**src/design/swr_pkg.sv**
```systemverilog
// constants for the sleep, wake and reset control block
// assumes a 25 MHz system clock and a 32-bit AXI4-Lite register port
package swr_pkg;
	localparam int CLK_HZ = 25_000_000;
	localparam int CLK_PERIOD_NS = 1_000_000_000 / CLK_HZ;
	// warm reset hold time, rounded up to whole cycles
	localparam int RESET_HOLD_NS = 640;
	localparam int RESET_HOLD_CYCLES = (RESET_HOLD_NS + CLK_PERIOD_NS - 1) / CLK_PERIOD_NS;
	localparam int WDOG_DIVIDE = 65536;

	// register indices; byte address is four times the index
	localparam logic [7:0] IDX_POWER_CONTROL = 8'h87;
	localparam logic [7:0] IDX_WAKE_SOURCE_ENABLE = 8'hA9;
	localparam logic [7:0] IDX_SYS_CONTROL = 8'hB0;
	localparam logic [7:0] IDX_SYS_STATUS = 8'hB1;
	localparam logic [7:0] IDX_RESET_SURVIVE_SCRATCH = 8'hFE;
	localparam logic [7:0] IDX_WATCHDOG_COUNTER = 8'hFF;

	// power_control fields
	localparam int PC_SERIAL_BAUD_DOUBLE = 7;
	localparam int PC_RESET_CAUSE_HIGH = 5;
	localparam int PC_RESET_CAUSE_LOW = 4;
	localparam int PC_GENERAL_FLAG_ONE = 3;
	localparam int PC_GENERAL_FLAG_ZERO = 2;
	localparam int PC_SLEEP_REQUEST = 1;
	localparam logic [7:0] PC_RESET = 8'h10;
	localparam logic [7:0] PC_WRITE_MASK = 8'h8E;

	// wake_source_enable fields
	localparam int WK_USB = 7;
	localparam int WK_SECOND_SERIAL_RX = 6;
	localparam int WK_PORT1_PIN5 = 5;
	localparam int WK_PORT1_PIN4 = 4;
	localparam int WK_PORT1_PIN3 = 3;
	localparam int WK_RESET_PIN_HIGH = 2;
	localparam int WK_PORT3_PINS = 1;
	localparam int WK_FIRST_SERIAL_RX = 0;
	localparam logic [7:0] WAKE_RESET = 8'h00;

	// sys_control fields
	localparam int SC_WATCHDOG_RESET_ENABLE = 0;
	localparam int SC_FIRST_SERIAL_PIN_REMAP = 1;
	localparam int SC_SECOND_SERIAL_PIN_REMAP = 2;
	localparam int SC_SOFTWARE_RESET_REQUEST = 3;
	localparam int SC_WAKE_ON_SPI = 4;
	localparam logic [4:0] SC_RESET = 5'h00;
	// sys_status fields
	localparam int ST_WATCHDOG_OVERFLOW_FLAG = 0;
	localparam int ST_ASLEEP = 1;
	localparam int ST_IN_RESET_HOLD = 2;

	localparam logic [7:0] SCRATCH_RESET = 8'h00;
	localparam logic [7:0] WDOG_RESET = 8'h00;
	localparam logic [7:0] WDOG_TOP = 8'hFF;

	localparam logic [1:0] CAUSE_SOFTWARE = 2'h0;
	localparam logic [1:0] CAUSE_POWER_ON = 2'h1;
	localparam logic [1:0] CAUSE_WATCHDOG = 2'h2;
	localparam logic [1:0] CAUSE_RESET_PIN = 2'h3;

	localparam logic [1:0] RESP_OKAY = 2'h0;
	localparam logic [1:0] RESP_SLVERR = 2'h2;

	typedef enum logic {SWR_RUN, SWR_HOLD} swr_phase_type;
endpackage

```
**src/design/swr_sleep_wake_reset_control.sv**
```systemverilog
// sleep, wake, watchdog and reset bookkeeping with an AXI4-Lite register port
// assumes synchronous pins, a protected-write unlock level from the core and
// that rst_n_i is the power-on reset; warm resets are generated here
//
// The AXI4-Lite interface to the registers was decided locally.
`timescale 1ns/1ps
module swr_sleep_wake_reset_control
	import swr_pkg::*;
#(
	parameter int WDOG_DIV = WDOG_DIVIDE,
	parameter int HOLD_CYCLES = RESET_HOLD_CYCLES,
	parameter int ADDR_W = 10
) (
	input wire logic clk_i,
	input wire logic rst_n_i,
	input wire logic [ADDR_W-1:0] s_axi_awaddr_i,
	input wire logic s_axi_awvalid_i,
	output logic s_axi_awready_o,
	input wire logic [31:0] s_axi_wdata_i,
	input wire logic [3:0] s_axi_wstrb_i,
	input wire logic s_axi_wvalid_i,
	output logic s_axi_wready_o,
	output logic [1:0] s_axi_bresp_o,
	output logic s_axi_bvalid_o,
	input wire logic s_axi_bready_i,
	input wire logic [ADDR_W-1:0] s_axi_araddr_i,
	input wire logic s_axi_arvalid_i,
	output logic s_axi_arready_o,
	output logic [31:0] s_axi_rdata_o,
	output logic [1:0] s_axi_rresp_o,
	output logic s_axi_rvalid_o,
	input wire logic s_axi_rready_i,
	input wire logic protected_unlock_i,
	input wire logic ext_reset_enable_i,
	input wire logic reset_pin_i,
	input wire logic usb_wake_event_i,
	input wire logic spi_wake_event_i,
	input wire logic first_serial_rx_pin_i,
	input wire logic first_serial_rx_alt_pin_i,
	input wire logic second_serial_rx_pin_i,
	input wire logic second_serial_rx_alt_pin_i,
	input wire logic [7:0] port1_pins_i,
	input wire logic [7:0] port3_pins_i,
	input wire logic watchdog_isr_enter_i,
	output logic sleep_o,
	output logic system_reset_n_o,
	output logic serial_baud_double_o,
	output logic watchdog_overflow_flag_o,
	output logic first_serial_pin_remap_o,
	output logic second_serial_pin_remap_o
);
	localparam int DIV_W = $clog2(WDOG_DIV);

	typedef struct packed {
		logic [7:0] power_control;
		logic [7:0] wake_source_enable;
		logic [7:0] reset_survive_scratch;
		logic [7:0] watchdog_counter;
		logic [DIV_W-1:0] wdog_div;
		logic [4:0] sys_control;
		logic watchdog_overflow_flag;
		logic port3_pin2_prev;
		swr_phase_type phase;
		logic [15:0] hold_cnt;
		logic sys_rst_n;
		logic awready;
		logic wready;
		logic aw_got;
		logic w_got;
		logic [7:0] aw_idx;
		logic [7:0] w_data;
		logic w_lane;
		logic bvalid;
		logic [1:0] bresp;
		logic arready;
		logic rvalid;
		logic [31:0] rdata;
		logic [1:0] rresp;
	} swr_state_type;

	localparam swr_state_type POR_STATE = '{
		power_control: PC_RESET,
		wake_source_enable: WAKE_RESET,
		reset_survive_scratch: SCRATCH_RESET,
		watchdog_counter: WDOG_RESET,
		wdog_div: '0,
		sys_control: SC_RESET,
		watchdog_overflow_flag: 1'b0,
		port3_pin2_prev: 1'b1,
		phase: SWR_RUN,
		hold_cnt: 16'h0000,
		sys_rst_n: 1'b1,
		awready: 1'b1,
		wready: 1'b1,
		aw_got: 1'b0,
		w_got: 1'b0,
		aw_idx: 8'h00,
		w_data: 8'h00,
		w_lane: 1'b0,
		bvalid: 1'b0,
		bresp: RESP_OKAY,
		arready: 1'b1,
		rvalid: 1'b0,
		rdata: 32'h0000_0000,
		rresp: RESP_OKAY
	};

	swr_state_type s;
	swr_state_type n;
	logic wr_fire;
	logic wdog_tick;
	logic wdog_overflow;
	logic wake_any;
	logic warm_start;
	logic [1:0] warm_cause;
	logic [7:0] rd_idx;
	logic first_rx;
	logic second_rx;

	function automatic logic mapped(input logic [7:0] idx);
		mapped = (idx == IDX_POWER_CONTROL) || (idx == IDX_WAKE_SOURCE_ENABLE) ||
			(idx == IDX_SYS_CONTROL) || (idx == IDX_SYS_STATUS) ||
			(idx == IDX_RESET_SURVIVE_SCRATCH) || (idx == IDX_WATCHDOG_COUNTER);
	endfunction

	always_comb begin
		n = s;
		rd_idx = s_axi_araddr_i[9:2];
		wr_fire = s.aw_got && s.w_got && !s.bvalid;
		// the remap selects pick which rx pin is watched
		first_rx = s.sys_control[SC_FIRST_SERIAL_PIN_REMAP] ?
			first_serial_rx_alt_pin_i : first_serial_rx_pin_i;
		second_rx = s.sys_control[SC_SECOND_SERIAL_PIN_REMAP] ?
			second_serial_rx_alt_pin_i : second_serial_rx_pin_i;
		wake_any = (s.wake_source_enable[WK_USB] && usb_wake_event_i) ||
			(s.wake_source_enable[WK_SECOND_SERIAL_RX] && !second_rx) ||
			(s.wake_source_enable[WK_PORT1_PIN5] && !port1_pins_i[5]) ||
			(s.wake_source_enable[WK_PORT1_PIN4] && !port1_pins_i[4]) ||
			(s.wake_source_enable[WK_PORT1_PIN3] && !port1_pins_i[3]) ||
			(s.wake_source_enable[WK_RESET_PIN_HIGH] && reset_pin_i) ||
			(s.wake_source_enable[WK_PORT3_PINS] &&
				((port3_pins_i[2] != s.port3_pin2_prev) || !port3_pins_i[3])) ||
			(s.wake_source_enable[WK_FIRST_SERIAL_RX] && !first_rx) ||
			(s.sys_control[SC_WAKE_ON_SPI] && spi_wake_event_i);
		wdog_tick = (s.wdog_div == DIV_W'(WDOG_DIV - 1));
		wdog_overflow = wdog_tick && (s.watchdog_counter == WDOG_TOP);
		n.port3_pin2_prev = port3_pins_i[2];

		// bus channels: address and data may arrive in either order
		if (s_axi_awvalid_i && s.awready) begin
			n.awready = 1'b0;
			n.aw_got = 1'b1;
			n.aw_idx = s_axi_awaddr_i[9:2];
		end
		if (s_axi_wvalid_i && s.wready) begin
			n.wready = 1'b0;
			n.w_got = 1'b1;
			n.w_data = s_axi_wdata_i[7:0];
			n.w_lane = s_axi_wstrb_i[0];
		end
		if (s.bvalid && s_axi_bready_i) begin
			n.bvalid = 1'b0;
			n.awready = 1'b1;
			n.wready = 1'b1;
		end
		if (wr_fire) begin
			n.aw_got = 1'b0;
			n.w_got = 1'b0;
			n.bvalid = 1'b1;
			n.bresp = mapped(s.aw_idx) ? RESP_OKAY : RESP_SLVERR;
		end
		if (s.rvalid && s_axi_rready_i) begin
			n.rvalid = 1'b0;
			n.arready = 1'b1;
		end
		if (s_axi_arvalid_i && s.arready) begin
			n.arready = 1'b0;
			n.rvalid = 1'b1;
			n.rresp = mapped(rd_idx) ? RESP_OKAY : RESP_SLVERR;
			n.rdata = 32'h0000_0000;
			unique case (rd_idx)
				IDX_POWER_CONTROL: n.rdata[7:0] = s.power_control;
				IDX_WAKE_SOURCE_ENABLE: n.rdata[7:0] = s.wake_source_enable;
				IDX_SYS_CONTROL: n.rdata[4:0] = s.sys_control;
				IDX_SYS_STATUS: n.rdata[2:0] = {s.phase == SWR_HOLD,
					s.power_control[PC_SLEEP_REQUEST], s.watchdog_overflow_flag};
				IDX_RESET_SURVIVE_SCRATCH: n.rdata[7:0] = s.reset_survive_scratch;
				IDX_WATCHDOG_COUNTER: n.rdata[7:0] = s.watchdog_counter;
				default: n.rdata = 32'h0000_0000;
			endcase
		end

		// watchdog runs free; a reload restarts the count from the written value
		n.wdog_div = wdog_tick ? '0 : s.wdog_div + 1'b1;
		if (wdog_tick)
			n.watchdog_counter = s.watchdog_counter + 8'h01;
		if (watchdog_isr_enter_i)
			n.watchdog_overflow_flag = 1'b0;

		// a wake event seen this cycle ends sleep before any new write lands
		if (s.power_control[PC_SLEEP_REQUEST] && wake_any)
			n.power_control[PC_SLEEP_REQUEST] = 1'b0;
		if (s.sys_control[SC_SOFTWARE_RESET_REQUEST])
			n.sys_control[SC_SOFTWARE_RESET_REQUEST] = 1'b0;

		if (wr_fire && s.w_lane && s.phase == SWR_RUN) begin
			unique case (s.aw_idx)
				IDX_POWER_CONTROL: n.power_control = (s.w_data & PC_WRITE_MASK) |
					(s.power_control & ~PC_WRITE_MASK);
				IDX_WAKE_SOURCE_ENABLE: begin
					if (protected_unlock_i)
						n.wake_source_enable = s.w_data;
				end
				IDX_SYS_CONTROL: n.sys_control = s.w_data[4:0];
				IDX_RESET_SURVIVE_SCRATCH: n.reset_survive_scratch = s.w_data;
				IDX_WATCHDOG_COUNTER: begin
					n.watchdog_counter = s.w_data;
					n.watchdog_overflow_flag = 1'b0;
				end
				default: n.rdata = n.rdata;
			endcase
		end
		// overflow set wins over a reload or isr clear in the same cycle
		if (wdog_overflow)
			n.watchdog_overflow_flag = 1'b1;

		// warm reset sources, pin first
		warm_cause = CAUSE_SOFTWARE;
		warm_start = 1'b0;
		if (ext_reset_enable_i && reset_pin_i) begin
			warm_start = 1'b1;
			warm_cause = CAUSE_RESET_PIN;
		end else if (wdog_overflow && s.sys_control[SC_WATCHDOG_RESET_ENABLE]) begin
			warm_start = 1'b1;
			warm_cause = CAUSE_WATCHDOG;
		end else if (s.sys_control[SC_SOFTWARE_RESET_REQUEST]) begin
			warm_start = 1'b1;
			warm_cause = CAUSE_SOFTWARE;
		end

		unique case (s.phase)
			SWR_RUN: n.sys_rst_n = 1'b1;
			SWR_HOLD: begin
				n.hold_cnt = s.hold_cnt - 16'h0001;
				if (s.hold_cnt == 16'h0000) begin
					n.phase = SWR_RUN;
					n.sys_rst_n = 1'b1;
				end
			end
		endcase
		// warm reset keeps scratch and the bus and loads the cause bits and overflow flag; everything else returns to reset
		if (warm_start) begin
			n.phase = SWR_HOLD;
			n.hold_cnt = 16'(HOLD_CYCLES - 1);
			n.sys_rst_n = 1'b0;
			n.power_control = PC_RESET;
			n.power_control[PC_RESET_CAUSE_HIGH] = warm_cause[1];
			n.power_control[PC_RESET_CAUSE_LOW] = warm_cause[0];
			n.wake_source_enable = WAKE_RESET;
			n.sys_control = SC_RESET;
			n.watchdog_counter = WDOG_RESET;
			n.wdog_div = '0;
			n.watchdog_overflow_flag = wdog_overflow;
		end
	end

	always_ff @(posedge clk_i) begin
		if (!rst_n_i)
			s <= POR_STATE;
		else
			s <= n;
	end

	assign s_axi_awready_o = s.awready;
	assign s_axi_wready_o = s.wready;
	assign s_axi_bvalid_o = s.bvalid;
	assign s_axi_bresp_o = s.bresp;
	assign s_axi_arready_o = s.arready;
	assign s_axi_rvalid_o = s.rvalid;
	assign s_axi_rdata_o = s.rdata;
	assign s_axi_rresp_o = s.rresp;
	assign sleep_o = s.power_control[PC_SLEEP_REQUEST];
	assign system_reset_n_o = s.sys_rst_n;
	assign serial_baud_double_o = s.power_control[PC_SERIAL_BAUD_DOUBLE];
	assign watchdog_overflow_flag_o = s.watchdog_overflow_flag;
	assign first_serial_pin_remap_o = s.sys_control[SC_FIRST_SERIAL_PIN_REMAP];
	assign second_serial_pin_remap_o = s.sys_control[SC_SECOND_SERIAL_PIN_REMAP];
endmodule // swr_sleep_wake_reset_control

```
**config.mk**
```make
export PLATFORM = sky130hd
export DESIGN_NAME = swr_sleep_wake_reset_control
export DESIGN_NICKNAME = d
export VERILOG_FILES = /design/src/design/swr_pkg.sv /design/src/design/swr_sleep_wake_reset_control.sv
export SDC_FILE = /design/constraint.sdc
export NUM_CORES = 1
export LEC_CHECK = 0
export BUFFER_PORTS_ARGS = -buffer_cell sky130_fd_sc_hd__buf_4
export CAP_MARGIN = 20
export CORE_UTILIZATION = 40
export CTS_CLUSTER_DIAMETER = 30
export DETAILED_ROUTE_END_ITERATION = 6
export PLACE_DENSITY = 0.67
export SYNTH_ARGS = -nofsm -noshare
export SYNTH_HDL_FRONTEND = slang
export SYNTH_SLANG_ARGS = --single-unit
```
**constraint.sdc**
```tcl
create_clock -name clk_i -period 2.9 [get_ports clk_i]
set_clock_uncertainty 0.1 [all_clocks]
set_input_delay 0.725 -clock clk_i [delete_from_list [all_inputs] [get_ports clk_i]]
set_output_delay 0.725 -clock clk_i [all_outputs]
set_load 0.02 [all_outputs]
```
# --- Word level (Yosys, flattened, before mapping) ---
# Cells that the tools add are included.
totals:
  ff_bits: 109
  in_bits: 89
  out_inout_bits: 47
  wordCells: 151
op_classes:
  n_reduce_logical: 64
  eq_ne: 16
  addsub: 3
  n_mux: 35
  n_bitwise: 5
ops:
  columns: ["operator", "count"]
  rows:
  - ["8-bit equality test (second input constant)", 13]
  - ["8-bit 2-to-1 mux", 5]
  - ["36-bit 2-to-1 mux", 1]
  - ["30-bit 2-to-1 mux", 1]
  - ["1-bit logical AND", 22]
  - ["1-bit logical OR", 19]
  - ["18-bit 2-to-1 mux", 1]
  - ["3-bit case mux with 6 select lines", 1]
  - ["17-bit 2-to-1 mux", 1]
  - ["16-bit by 1-bit adder with 16-bit output (second input constant)", 1]
  - ["16-bit equality test (second input constant)", 1]
  - ["16-bit zero test", 1]
  - ["16-bit by 1-bit subtractor with 16-bit output (second input constant)", 1]
  - ["1-bit 2-to-1 mux", 14]
  - ["14-bit 2-to-1 mux", 1]
  - ["3-bit case mux with 4 select lines", 1]
  - ["2-bit 2-to-1 mux", 5]
  - ["2-bit case mux with 5 select lines", 1]
  - ["2-bit nonzero test", 5]
  - ["8-bit by 1-bit adder with 8-bit output (second input constant)", 1]
  - ["8-bit by 7-bit bitwise OR with 8-bit output", 1]
  - ["2-bit AND reduction", 4]
  - ["1-bit zero test", 7]
  - ["6-bit 2-to-1 mux", 1]
  - ["9 further kinds", 14]

# --- Longest topological paths before layout ---
# Gate-level depths: netlist (run 1).
depth:
  ltp_word: 16
  ltp_mapped: 9
  mapped_depth_nobuf: 7

# --- Worst setup path after synthesis (run 1) ---
# OpenSTA, ideal clock, no wires.
synth_path:
  path_kind: "register -> register"
  from: "reg s[85] (netlist name)"
  to: "reg s[127] (netlist name)"
  path_buffers: 3
  path_slack_ns: 0.858
  path_stages_with_launch: 10
  arrival_time_ns: 1.827
  required_time_ns: 2.685
  path_cell_list: "dfxtp_1 ha_1 clkbuf_1 nand4_1 nor4_4 nand2_1 nand3_1 buf_4 buf_4 nor2_1"
synth_between:
  elab_chain_len: 6
synth_lines:
  columns: ["item", "line_no", "rtl"]
  rows:
  - ["from (decl)", "swr_sleep_wake_reset_control.sv:108", "swr_state_type s;"]
  - ["from (signal assigned)", "swr_sleep_wake_reset_control.sv:271", "s <= n;"]
  - ["16-bit equality test", "swr_sleep_wake_reset_control.sv:145", "wdog_tick = (s.wdog_div == DIV_W'(WDOG_DIV - 1));"]
  - ["1-bit logical AND", "swr_sleep_wake_reset_control.sv:146", "wdog_overflow = wdog_tick && (s.watchdog_counter == WDOG_TOP);"]
  - ["1-bit logical AND", "swr_sleep_wake_reset_control.sv:233", "end else if (wdog_overflow && s.sys_control[SC_WATCHDOG_RESET_ENABLE]) begin"]
  - ["1-bit 2-to-1 mux", "swr_sleep_wake_reset_control.sv:233", null]
  - ["1-bit 2-to-1 mux", "swr_sleep_wake_reset_control.sv:230", "if (ext_reset_enable_i && reset_pin_i) begin"]
  - ["2-bit OR reduction (no source line)", null, null]
# Every way passes these cells.
# A chain may end at the register's enable or synchronous reset.

# --- Worst setup path after layout (run 1) ---
layout_path:
  from: "reg s[85] (netlist name)"
  to: "reg s[103] (netlist name)"
layout_between:
  elab_chain_len: 6
  word_cells_on_any_way: 9
  classes_between: "1 x eq/ne; 5 x mux; 3 x reduce/logical"
layout_lines:
  columns: ["item", "line_no"]
  rows:
  - ["16-bit equality test (*)", "swr_sleep_wake_reset_control.sv:145"]
  - ["1-bit logical AND", "swr_sleep_wake_reset_control.sv:146"]
  - ["1-bit logical AND", "swr_sleep_wake_reset_control.sv:233"]
  - ["1-bit 2-to-1 mux", "swr_sleep_wake_reset_control.sv:233"]
  - ["1-bit 2-to-1 mux", "swr_sleep_wake_reset_control.sv:230"]
  - ["2-bit OR reduction (no source line)", null]
# Mark *: on every way between the ends. The rest lies on a longest branch, timed or not. The select of a mux whose other input is x is not followed.

==> results of run 1 <==
[sequential cells by signal, summed over array words and instances, names as in the netlist]
name and count:
first_serial_pin_remap_o 1, s 84, s_axi_arready_o 1, s_axi_awready_o 1, s_axi_bresp_o 1, s_axi_bvalid_o 1, s_axi_rdata_o 8, s_axi_rresp_o 1
s_axi_rvalid_o 1, s_axi_wready_o 1, second_serial_pin_remap_o 1, serial_baud_double_o 1, sleep_o 1, system_reset_n_o 1, watchdog_overflow_flag_o 1
[report_power, final]
group / switching (mW) / internal [mW]
Sequential: 0.0573 / 1.49
Combinational: 0.182 / 0.128
Clock: 0.532 / 0.691
[worst reg2reg max path, cell delays in order (launching register included)]
cell      delay (ps)
dfxtp_1          420
ha_1             350
nand4_1          190
nor4_4           400
nand2_1          160
nand3_1          130
buf_4            330
a211oi_1          90
[metal layers]
metal	GRT usage (%)	vias to the layer above	wire [um]
met5	0	-	0
met1	23.40	1944	5322
met2	30.42	75	5455
met3	2.541	19	394
met4	8.225	0	272
li1	-	2028	-
[cells in the final DEF (no fill, tap or decap), types with 4 or more instances in the layout]
cell / instances
dfxtp_1: 105
buf_4: 73
nor2_1: 65
nand2_1: 64
a21oi_1: 46
mux2i_1: 34
conb_1: 26
nand3_1: 25
xor2_1: 18
xnor2_1: 15
o21ai_0: 14
nand4_1: 11
inv_1: 10
a211oi_1: 9
clkbuf_16: 9
nor3_1: 8
nor2_2: 8
nor2b_1: 5
nand2b_1: 5
nor4_1: 5
a221o_1: 4
and3_1: 4
a221oi_1: 4
[kinds of logic after synthesis]
group           after synthesis
simple gates                237
mux                          36
compound gates               88
xor+xnor                     33
buf+inv                      68
other cells                   1
fa+ha+maj                     3
flops                       105
[synthesized netlist by cell type, drive strengths merged (11+ instances only)]
cell type and instances:
xnor2 15, nand4 14, nor2 73, nand2 64, mux2i 34, dfxtp 105
nand3 25, clkbuf 11, a21oi 46, xor2 18, o21ai 14, buf 46
[layout make-up]
| cell class | instances | share of cell area (%) |
|---|---|---|
| clock buffer | 11 | 4.177 |
| clock inverter | 5 | 0.9473 |
| inverter | 11 | 0.7104 |
| multi-input combinational | 423 | 44.95 |
| sequential | 105 | 36.17 |
| tap | 168 | 3.617 |
| timing repair buffer | 73 | 9.430 |
[per-stage QoR]
| stage | cell area (um^2) | std cells | setup WS [ps] |
|---|---|---|---|
| 6_report | 5812 | 796 | 591.2 |
| 5_1_grt | 5812 | 796 | 321.7 |
| 4_1_cts | 5812 | 796 | 589.4 |
| 3_5_place_dp | 5514 | 780 | 562.9 |
| 3_3_place_gp | 5514 | 780 | 580.1 |
| 2_1_floorplan | 5126 | 596 | 858.3 |
[path summary, 6_finish.rpt]
kind / startpoint / end / cells past startpoint
min: s_axi_rdata_o[0] / s_axi_rdata_o[0] / 2
max: s[85] / s[103] / 7
max reg2reg: s[85] / s[103] / 7
min reg2reg: s_axi_rdata_o[0] / s_axi_rdata_o[0] / 2
==> impl_metrics.json, run 1 <==
{
  "timing_max_transition_violations_final": 0,
  "h-tree-depth": 3,
  "postSynthCellCount": 571,
  "path_max_fanout": 25,
  "post_cts_setup_bufs": 0,
  "layout_worst_path_cycle_share_pct": 79.61,
  "floorplan.rows": 40,
  "filler_cell_count": 1152,
  "final_layout_size_suffix_gt1_share_pct": 18.15,
  "start_util_pct": 41.38,
  "grt_util_all_layers_pct": 18.23,
  "via_count": 4066,
  "cts.clk_slew.worst_paths_ps": 70,
  "report.final.setup_viol": 0,
  "max_stage_delay_ps": 420,
  "core_area_mm2": 0.01216,
  "grt_antenna_before_repair": 0,
  "netlist_area_mm2": 0.005032,
  "synth_top_area_share_pct": 41.77,
  "period_needed_ps": 2309,
  "seqCellArea_mm2": 0.002102,
  "layout_area_growth_over_synthesis_pct": 15.49,
  "nNetsFinal": 715,
  "tritoncts_clock_tree": "yes",
  "asyncSetResetFlopFracSynth_pct": 0,
  "setup.worst_path.end_class": "flip-flop",
  "power.total_mw": 3.081,
  "drt-wirelength-per-cell_um": 14.38,
  "cts_inserted_buffers": 9,
  "total_leakage_power_nw": 2.257,
  "remaining_drc_errors": 0,
  "detail-route-antenna-nets": 0,
  "netlist.top_cell.by_area": "dfxtp_1",
  "multi_input_comb_area_mm2": 0.002613,
  "pin_count_of_the_biggest_net_entering_global_routing": 26,
  "crit_chain": "ha_1 -> nand4_1 -> nor4_4 -> nand2_1 -> nand3_1 -> buf_4 -> a211oi_1",
  "power_density_mw_per_mm2": 530.1,
  "synth_warnings": 0,
  "finalWeightedCongestion": 0.8123,
  "synth_compound_gate_area_share_pct": 10.44,
  "main_combinational_cell_family_by_area_after_synthesis": "simple AND/OR/NAND/NOR gates",
  "io_pins": 136,
  "critical_path_class": "reg2reg",
  "simple_gate_fraction_of_synth_area_pct": 25.83,
  "die_area_mm2": 0.01303,
  "post_synth_xor_area_fraction_pct": 5.743,
  "synth_top_cells_by_area": "dfxtp_1 42%, mux2i_1 6.8%, buf_4 6.0%",
  "timing.critical_path.from_type": "flip-flop",
  "post_drt_via_cell_ratio": 5.108,
  "synth.yosys.seq_area_share_pct": 41.77,
  "post_synth_mux_area_share_pct": 7.210,
  "yosys.area_share.adder_pct": 0.7459,
  "die_h_um": 114.2,
  "synth_edf_count": 0,
  "clk_root_buf": "clkbuf_16",
  "max_ir_drop_vdd_mv": 0.3117,
  "worst-r2r-setup-slack_ps": 590,
  "timing.setup.tns_ps": 0,
  "grt_setup_unrepaired": "no",
  "whs_ps": 355.2,
  "cts_hold_buf": 0,
  "final_util_pct": 47.79,
  "worst_slew_pin_slew_ps": 672.8,
  "yosys_most_used_dff": "dfxtp_1",
  "via_count_of_the_first_global_routing_pass": 3777,
  "route.final.wire_length_um": 11440,
  "synth.lib_cells_used.distinct": 59,
  "worst-path-buf-inv": 1,
  "cts.sinks": 105,
  "grt.overflow.total": 0,
  "worstPathRequired_ps": 2990,
  "max_clock_freq_mhz": 433.1,
  "grt_pass1_wl_um": 18600,
  "post_cts_resized": 0,
  "finalHoldViolations": 0,
  "cts.path.max_buffers": 2,
  "fp.dieW_um": 114.2,
  "synth_area_per_cell_um2": 8.813,
  "ffs_latches_synth": 105,
  "worst_skew_pair.late_latency_ps": 350,
  "maxSlewHeadroom_pct": 55.02,
  "timing.hold.worst.class": "reg2reg",
  "portBuffers": 67,
  "run_status": "completed",
  "timing.critical_path.arrival_ps": 2400,
  "first_iter_violations": 186,
  "drv_cap": 0,
  "antenna_diode_count": 0,
  "first_pass_iters": 4,
  "path_delay_family": "simple AND/OR/NAND/NOR gates",
  "hpwl_um": 8621,
  "critPathSlowestCell": "dfxtp_1"
}
Power figures use the tool's default switching activity.
==> run 2, diff against run 1 <==
clock period = 2.3 ns   (was 2.9 ns; I/O delays follow)
==> impl_metrics.json, run 2 (synthesized netlist as in run 1, its figures left out) <==
{
  "grt_setup_unrepaired": "no",
  "total_leakage_power_nw": 2.311,
  "cts.sinks": 105,
  "first_iter_violations": 260,
  "tritoncts_clock_tree": "yes",
  "final_layout_size_suffix_gt1_share_pct": 19.41,
  "cts.path.max_buffers": 2,
  "portBuffers": 67,
  "timing.critical_path.from_type": "flip-flop",
  "layout_setup_ws_ps": 248.5,
  "max_clock_freq_mhz": 487.4,
  "power_density_mw_per_mm2": 638.5,
  "clk_root_buf": "clkbuf_16",
  "grt.overflow.total": 0,
  "layout_area_growth_over_synthesis_pct": 16.86,
  "report.final.setup_viol": 0,
  "post_cts_setup_bufs": 0,
  "die_area_mm2": 0.01303,
  "path_max_fanout": 7,
  "first_pass_iters": 4,
  "route.final.wire_length_um": 11510,
  "worst_slew_pin_slew_ps": 677.8,
  "cts.clk_slew.worst_paths_ps": 60,
  "setup.worst_path.end_class": "flip-flop",
  "run_status": "completed",
  "io_pins": 136,
  "remaining_drc_errors": 0,
  "nNetsFinal": 727,
  "filler_cell_count": 1157,
  "drv_cap": 0,
  "maxSlewHeadroom_pct": 54.69,
  "die_h_um": 114.2,
  "hpwl_um": 8750,
  "antenna_diode_count": 0,
  "largest-register": "s",
  "core_area_mm2": 0.01216,
  "grt_util_all_layers_pct": 18.37,
  "crit_chain": "nand3b_4 -> or3b_4 -> nor4_4 -> mux2i_1 -> nor2_1",
  "cts_hold_buf": 0,
  "grt_antenna_before_repair": 0,
  "largest_register_ffs": 84,
  "finalWeightedCongestion": 0.7864,
  "start_util_pct": 41.38,
  "path_delay_family": "simple AND/OR/NAND/NOR gates",
  "fp.dieW_um": 114.2,
  "max_stage_delay_ps": 540,
  "post_cts_resized": 0,
  "most-common-layout-cells": "105 x dfxtp_1, 84 x buf_4, 65 x nor2_1",
  "layout_worst_path_cycle_share_pct": 89.20,
  "grt_pass1_wl_um": 18860,
  "via_count": 4113,
  "max_ir_drop_vdd_mv": 0.3094,
  "period_needed_ps": 2052,
  "timing_max_transition_violations_final": 0,
  "post_drt_via_cell_ratio": 5.097,
  "finalHoldViolations": 0,
  "worst-path-buf-inv": 0,
  "pin_count_of_the_biggest_net_entering_global_routing": 26,
  "critPathSlowestCell": "nor4_4",
  "detail-route-antenna-nets": 0,
  "drt-wirelength-per-cell_um": 14.26,
  "timing.setup.tns_ps": 0,
  "layout.cells.most_common": "dfxtp_1",
  "floorplan.rows": 40,
  "via_count_of_the_first_global_routing_pass": 3825,
  "timing.critical_path.arrival_ps": 2190,
  "worst_skew_pair.late_latency_ps": 340,
  "dpl_worst_slack_ps": 229.5,
  "worstPathRequired_ps": 2430,
  "timing.hold.worst.class": "in2reg",
  "cts_inserted_buffers": 9,
  "h-tree-depth": 3,
  "critical_path_class": "reg2reg"
}
run 2: cell count changes in the layout (fill, tap and decap cells not counted):
| cell | change |
|---|---|
| buf_4 | +11 |
| buf_12 | +1 |
| bufinv_16 | -1 |
| clkinvlp_4 | -1 |
| clkbuf_1 | +1 |
run 2: routing by layer:
metal / GRT usage, % / up-vias / part of all wire, %
li1: - / 2059 / -
met1: 24.50 / 1954 / 47
met2: 30.59 / 84 / 48
met3: 2.065 / 16 / 2.9
met4: 6.840 / 0 / 1.7
met5: 0 / - / 0
run 2: area by class of cell:
class	instances	area (um^2)	share of cell area, %
timing repair buffer	85	650.6	11.06
inverter	11	41.29	0.7021
clock inverter	3	17.52	0.2979
sequential	105	2102	35.74
multi-input combinational	423	2613	44.43
tap	168	210.2	3.574
clock buffer	12	246.5	4.191
run 2: metrics by stage:
stage                     hold slack (ps)  utilization (%)  power (mW)  cell area [um^2]  instances
after floorplan                     336.7                -       2.275              5126        596
after global placement              347.3            46.18       2.386              5617        792
after detailed placement            352.7            46.18       2.399              5617        792
after CTS                           333.2            48.35       3.786              5881        807
after global routing                336.8            48.35       3.900              5881        807
final                               338.7            48.35       3.755              5881        807
run 2: path summary, 6_finish.rpt:
check                                       from                        end  slack (ps)  depth (start not counted)
worst max-delay path              s_axi_bvalid_o  second_serial_pin_remap_o         250                          5
worst min register to register  s_axi_rdata_o[5]           s_axi_rdata_o[5]         360                          2
worst max register to register    s_axi_bvalid_o  second_serial_pin_remap_o         250                          5
worst min-delay path             port3_pins_i[2]                      s[78]         340                          2
run 2: power breakdown:
group	internal, mW	leakage, nW	total, mW	switching, mW
logic	0.174	1.33	0.410	0.237
clock network	0.755	0.128	1.40	0.640
registers	1.88	0.854	1.95	0.0696
total	2.81	2.31	3.75	0.946
==> run 3, diff against run 2 <==
ABC_CLOCK_PERIOD_IN_PS = 2300   (was unset)
BUFFER_PORTS_ARGS = unset   (was -buffer_cell sky130_fd_sc_hd__buf_4)
DONT_BUFFER_PORTS = 1   (was unset)
MAX_ROUTING_LAYER = met4   (was unset)
PLACE_DENSITY = 0.57   (was 0.67)
==> impl_metrics.json, run 3 (synthesized netlist as in run 1, its figures left out) <==
{
  "core_area_mm2": 0.01216,
  "worst_skew_pair.late_latency_ps": 350,
  "path_max_fanout": 26,
  "power_density_mw_per_mm2": 681.7,
  "drt-wirelength-per-cell_um": 14.82,
  "hpwl_um": 8226,
  "max_clock_freq_mhz": 512.2,
  "setup.worst_path.end_class": "flip-flop",
  "cts.sinks": 105,
  "period_needed_ps": 1952,
  "grt_setup_unrepaired": "no",
  "most-common-layout-cells": "105 x dfxtp_1, 65 x nor2_1, 64 x nand2_1",
  "fp.dieW_um": 114.2,
  "timing.setup.tns_ps": 0,
  "largest-register": "s",
  "layout.cells.most_common": "dfxtp_1",
  "timing.hold.worst.class": "in2reg",
  "path_delay_family": "simple AND/OR/NAND/NOR gates",
  "run_status": "completed",
  "whs_ps": 183.0,
  "route.final.wire_length_um": 10950,
  "critical_path_class": "reg2reg",
  "timing.critical_path.from_type": "flip-flop",
  "crit_chain": "ha_1 -> nand4_1 -> nor4_4 -> nand2_1 -> nand3_1 -> buf_12 -> a211oi_1",
  "first_pass_iters": 4,
  "worstPathRequired_ps": 2430,
  "sequentialPowerShare_pct": 53.8,
  "netSwitchingPower_uw": 920.1,
  "tritoncts_clock_tree": "yes",
  "finalWeightedCongestion": 0.7970,
  "layout_area_growth_over_synthesis_pct": 6.713,
  "clk_root_buf": "clkbuf_16",
  "post_drt_via_cell_ratio": 5.107,
  "seqCellArea_mm2": 0.002102,
  "io_pins": 136,
  "via_count": 3774,
  "max_ir_drop_vdd_mv": 0.3343,
  "final_layout_size_suffix_gt1_share_pct": 9.807,
  "grt_util_all_layers_pct": 18.57,
  "internal_power_mw": 2.741,
  "cts.clk_slew.worst_paths_ps": 70,
  "filler_cell_count": 1175,
  "h-tree-depth": 3,
  "via_count_of_the_first_global_routing_pass": 3630,
  "floorplan.rows": 40,
  "post_cts_resized": 0,
  "timing_max_transition_violations_final": 0,
  "first_iter_violations": 220,
  "cts.path.max_buffers": 2,
  "grt_antenna_before_repair": 0,
  "finalHoldViolations": 0,
  "cts_inserted_buffers": 9,
  "cts_hold_buf": 0,
  "die_area_mm2": 0.01303,
  "total_leakage_power_nw": 1.975,
  "timing.critical_path.arrival_ps": 2080,
  "grt_pass1_wl_um": 18060,
  "layout_worst_path_cycle_share_pct": 84.88,
  "start_util_pct": 41.38,
  "nNetsFinal": 659,
  "detail-route-antenna-nets": 0,
  "worst_slew_pin_slew_ps": 558.9,
  "critPathSlowestCell": "dfxtp_1",
  "comb_power_share_pct": 7.8,
  "multi_input_comb_area_mm2": 0.002613,
  "swShare_pct": 25.13,
  "die_h_um": 114.2,
  "grt.overflow.total": 0,
  "remaining_drc_errors": 0,
  "report.final.setup_viol": 0,
  "drv_cap": 0,
  "max_stage_delay_ps": 430,
  "largest_register_ffs": 84,
  "portBuffers": 0,
  "pwr-share-clk_pct": 38.4,
  "pin_count_of_the_biggest_net_entering_global_routing": 28,
  "antenna_diode_count": 0,
  "maxSlewHeadroom_pct": 62.66,
  "worst-path-buf-inv": 1,
  "post_cts_setup_bufs": 0
}
## run 3: cell types whose count changed in the layout (fill, tap and decap cells not counted)
cell	change
buf_4	-68
## run 3: final timing paths
path | cells after the start | endpoint | slack [ps] | from
setup / recovery | 7 | s[101] | 350 | s[86]
hold / removal | 1 | system_reset_n_o | 180 | rst_n_i
setup reg to reg | 7 | s[101] | 350 | s[86]
hold reg to reg | 2 | s[39] | 390 | s[39]
## run 3: cell type report
cell class	instances	area share [%]
flip-flops and latches	105	39.14
multi-input cells	423	48.65
clock inverters	3	0.3262
clock buffers	12	4.590
repair buffers	17	2.609
well taps	168	3.914
inverters	11	0.7689
## run 3: per-layer routing
layer	routed length [um]	vias up	track usage [%]
li1	-	1935	-
met1	5111	1754	22.64
met2	5177	78	29.78
met3	557	7	5.029
met4	104	0	5.974
met5	0	-	-
## run 3: power groups by stage
stage	Combinational [mW]	Clock, mW	Sequential, mW
after floorplan	0.300	0	1.97
after global placement	0.282	0	2.01
after detailed placement	0.287	0	2.01
after CTS	0.289	1.44	1.97
after global routing	0.323	1.53	1.98
final	0.286	1.41	1.97
## run 3: per-stage QoR
step,cell area (um^2),util (%),power (mW),setup slack (ps),std cells
final,5370,44.16,3.661,347.8,739
after global routing,5370,44.16,3.828,126.9,739
after CTS,5370,44.16,3.700,333.1,739
after detailed placement,5106,41.99,2.297,301.0,724
after global placement,5106,41.99,2.290,358.2,724
after floorplan,5126,-,2.275,258.3,596
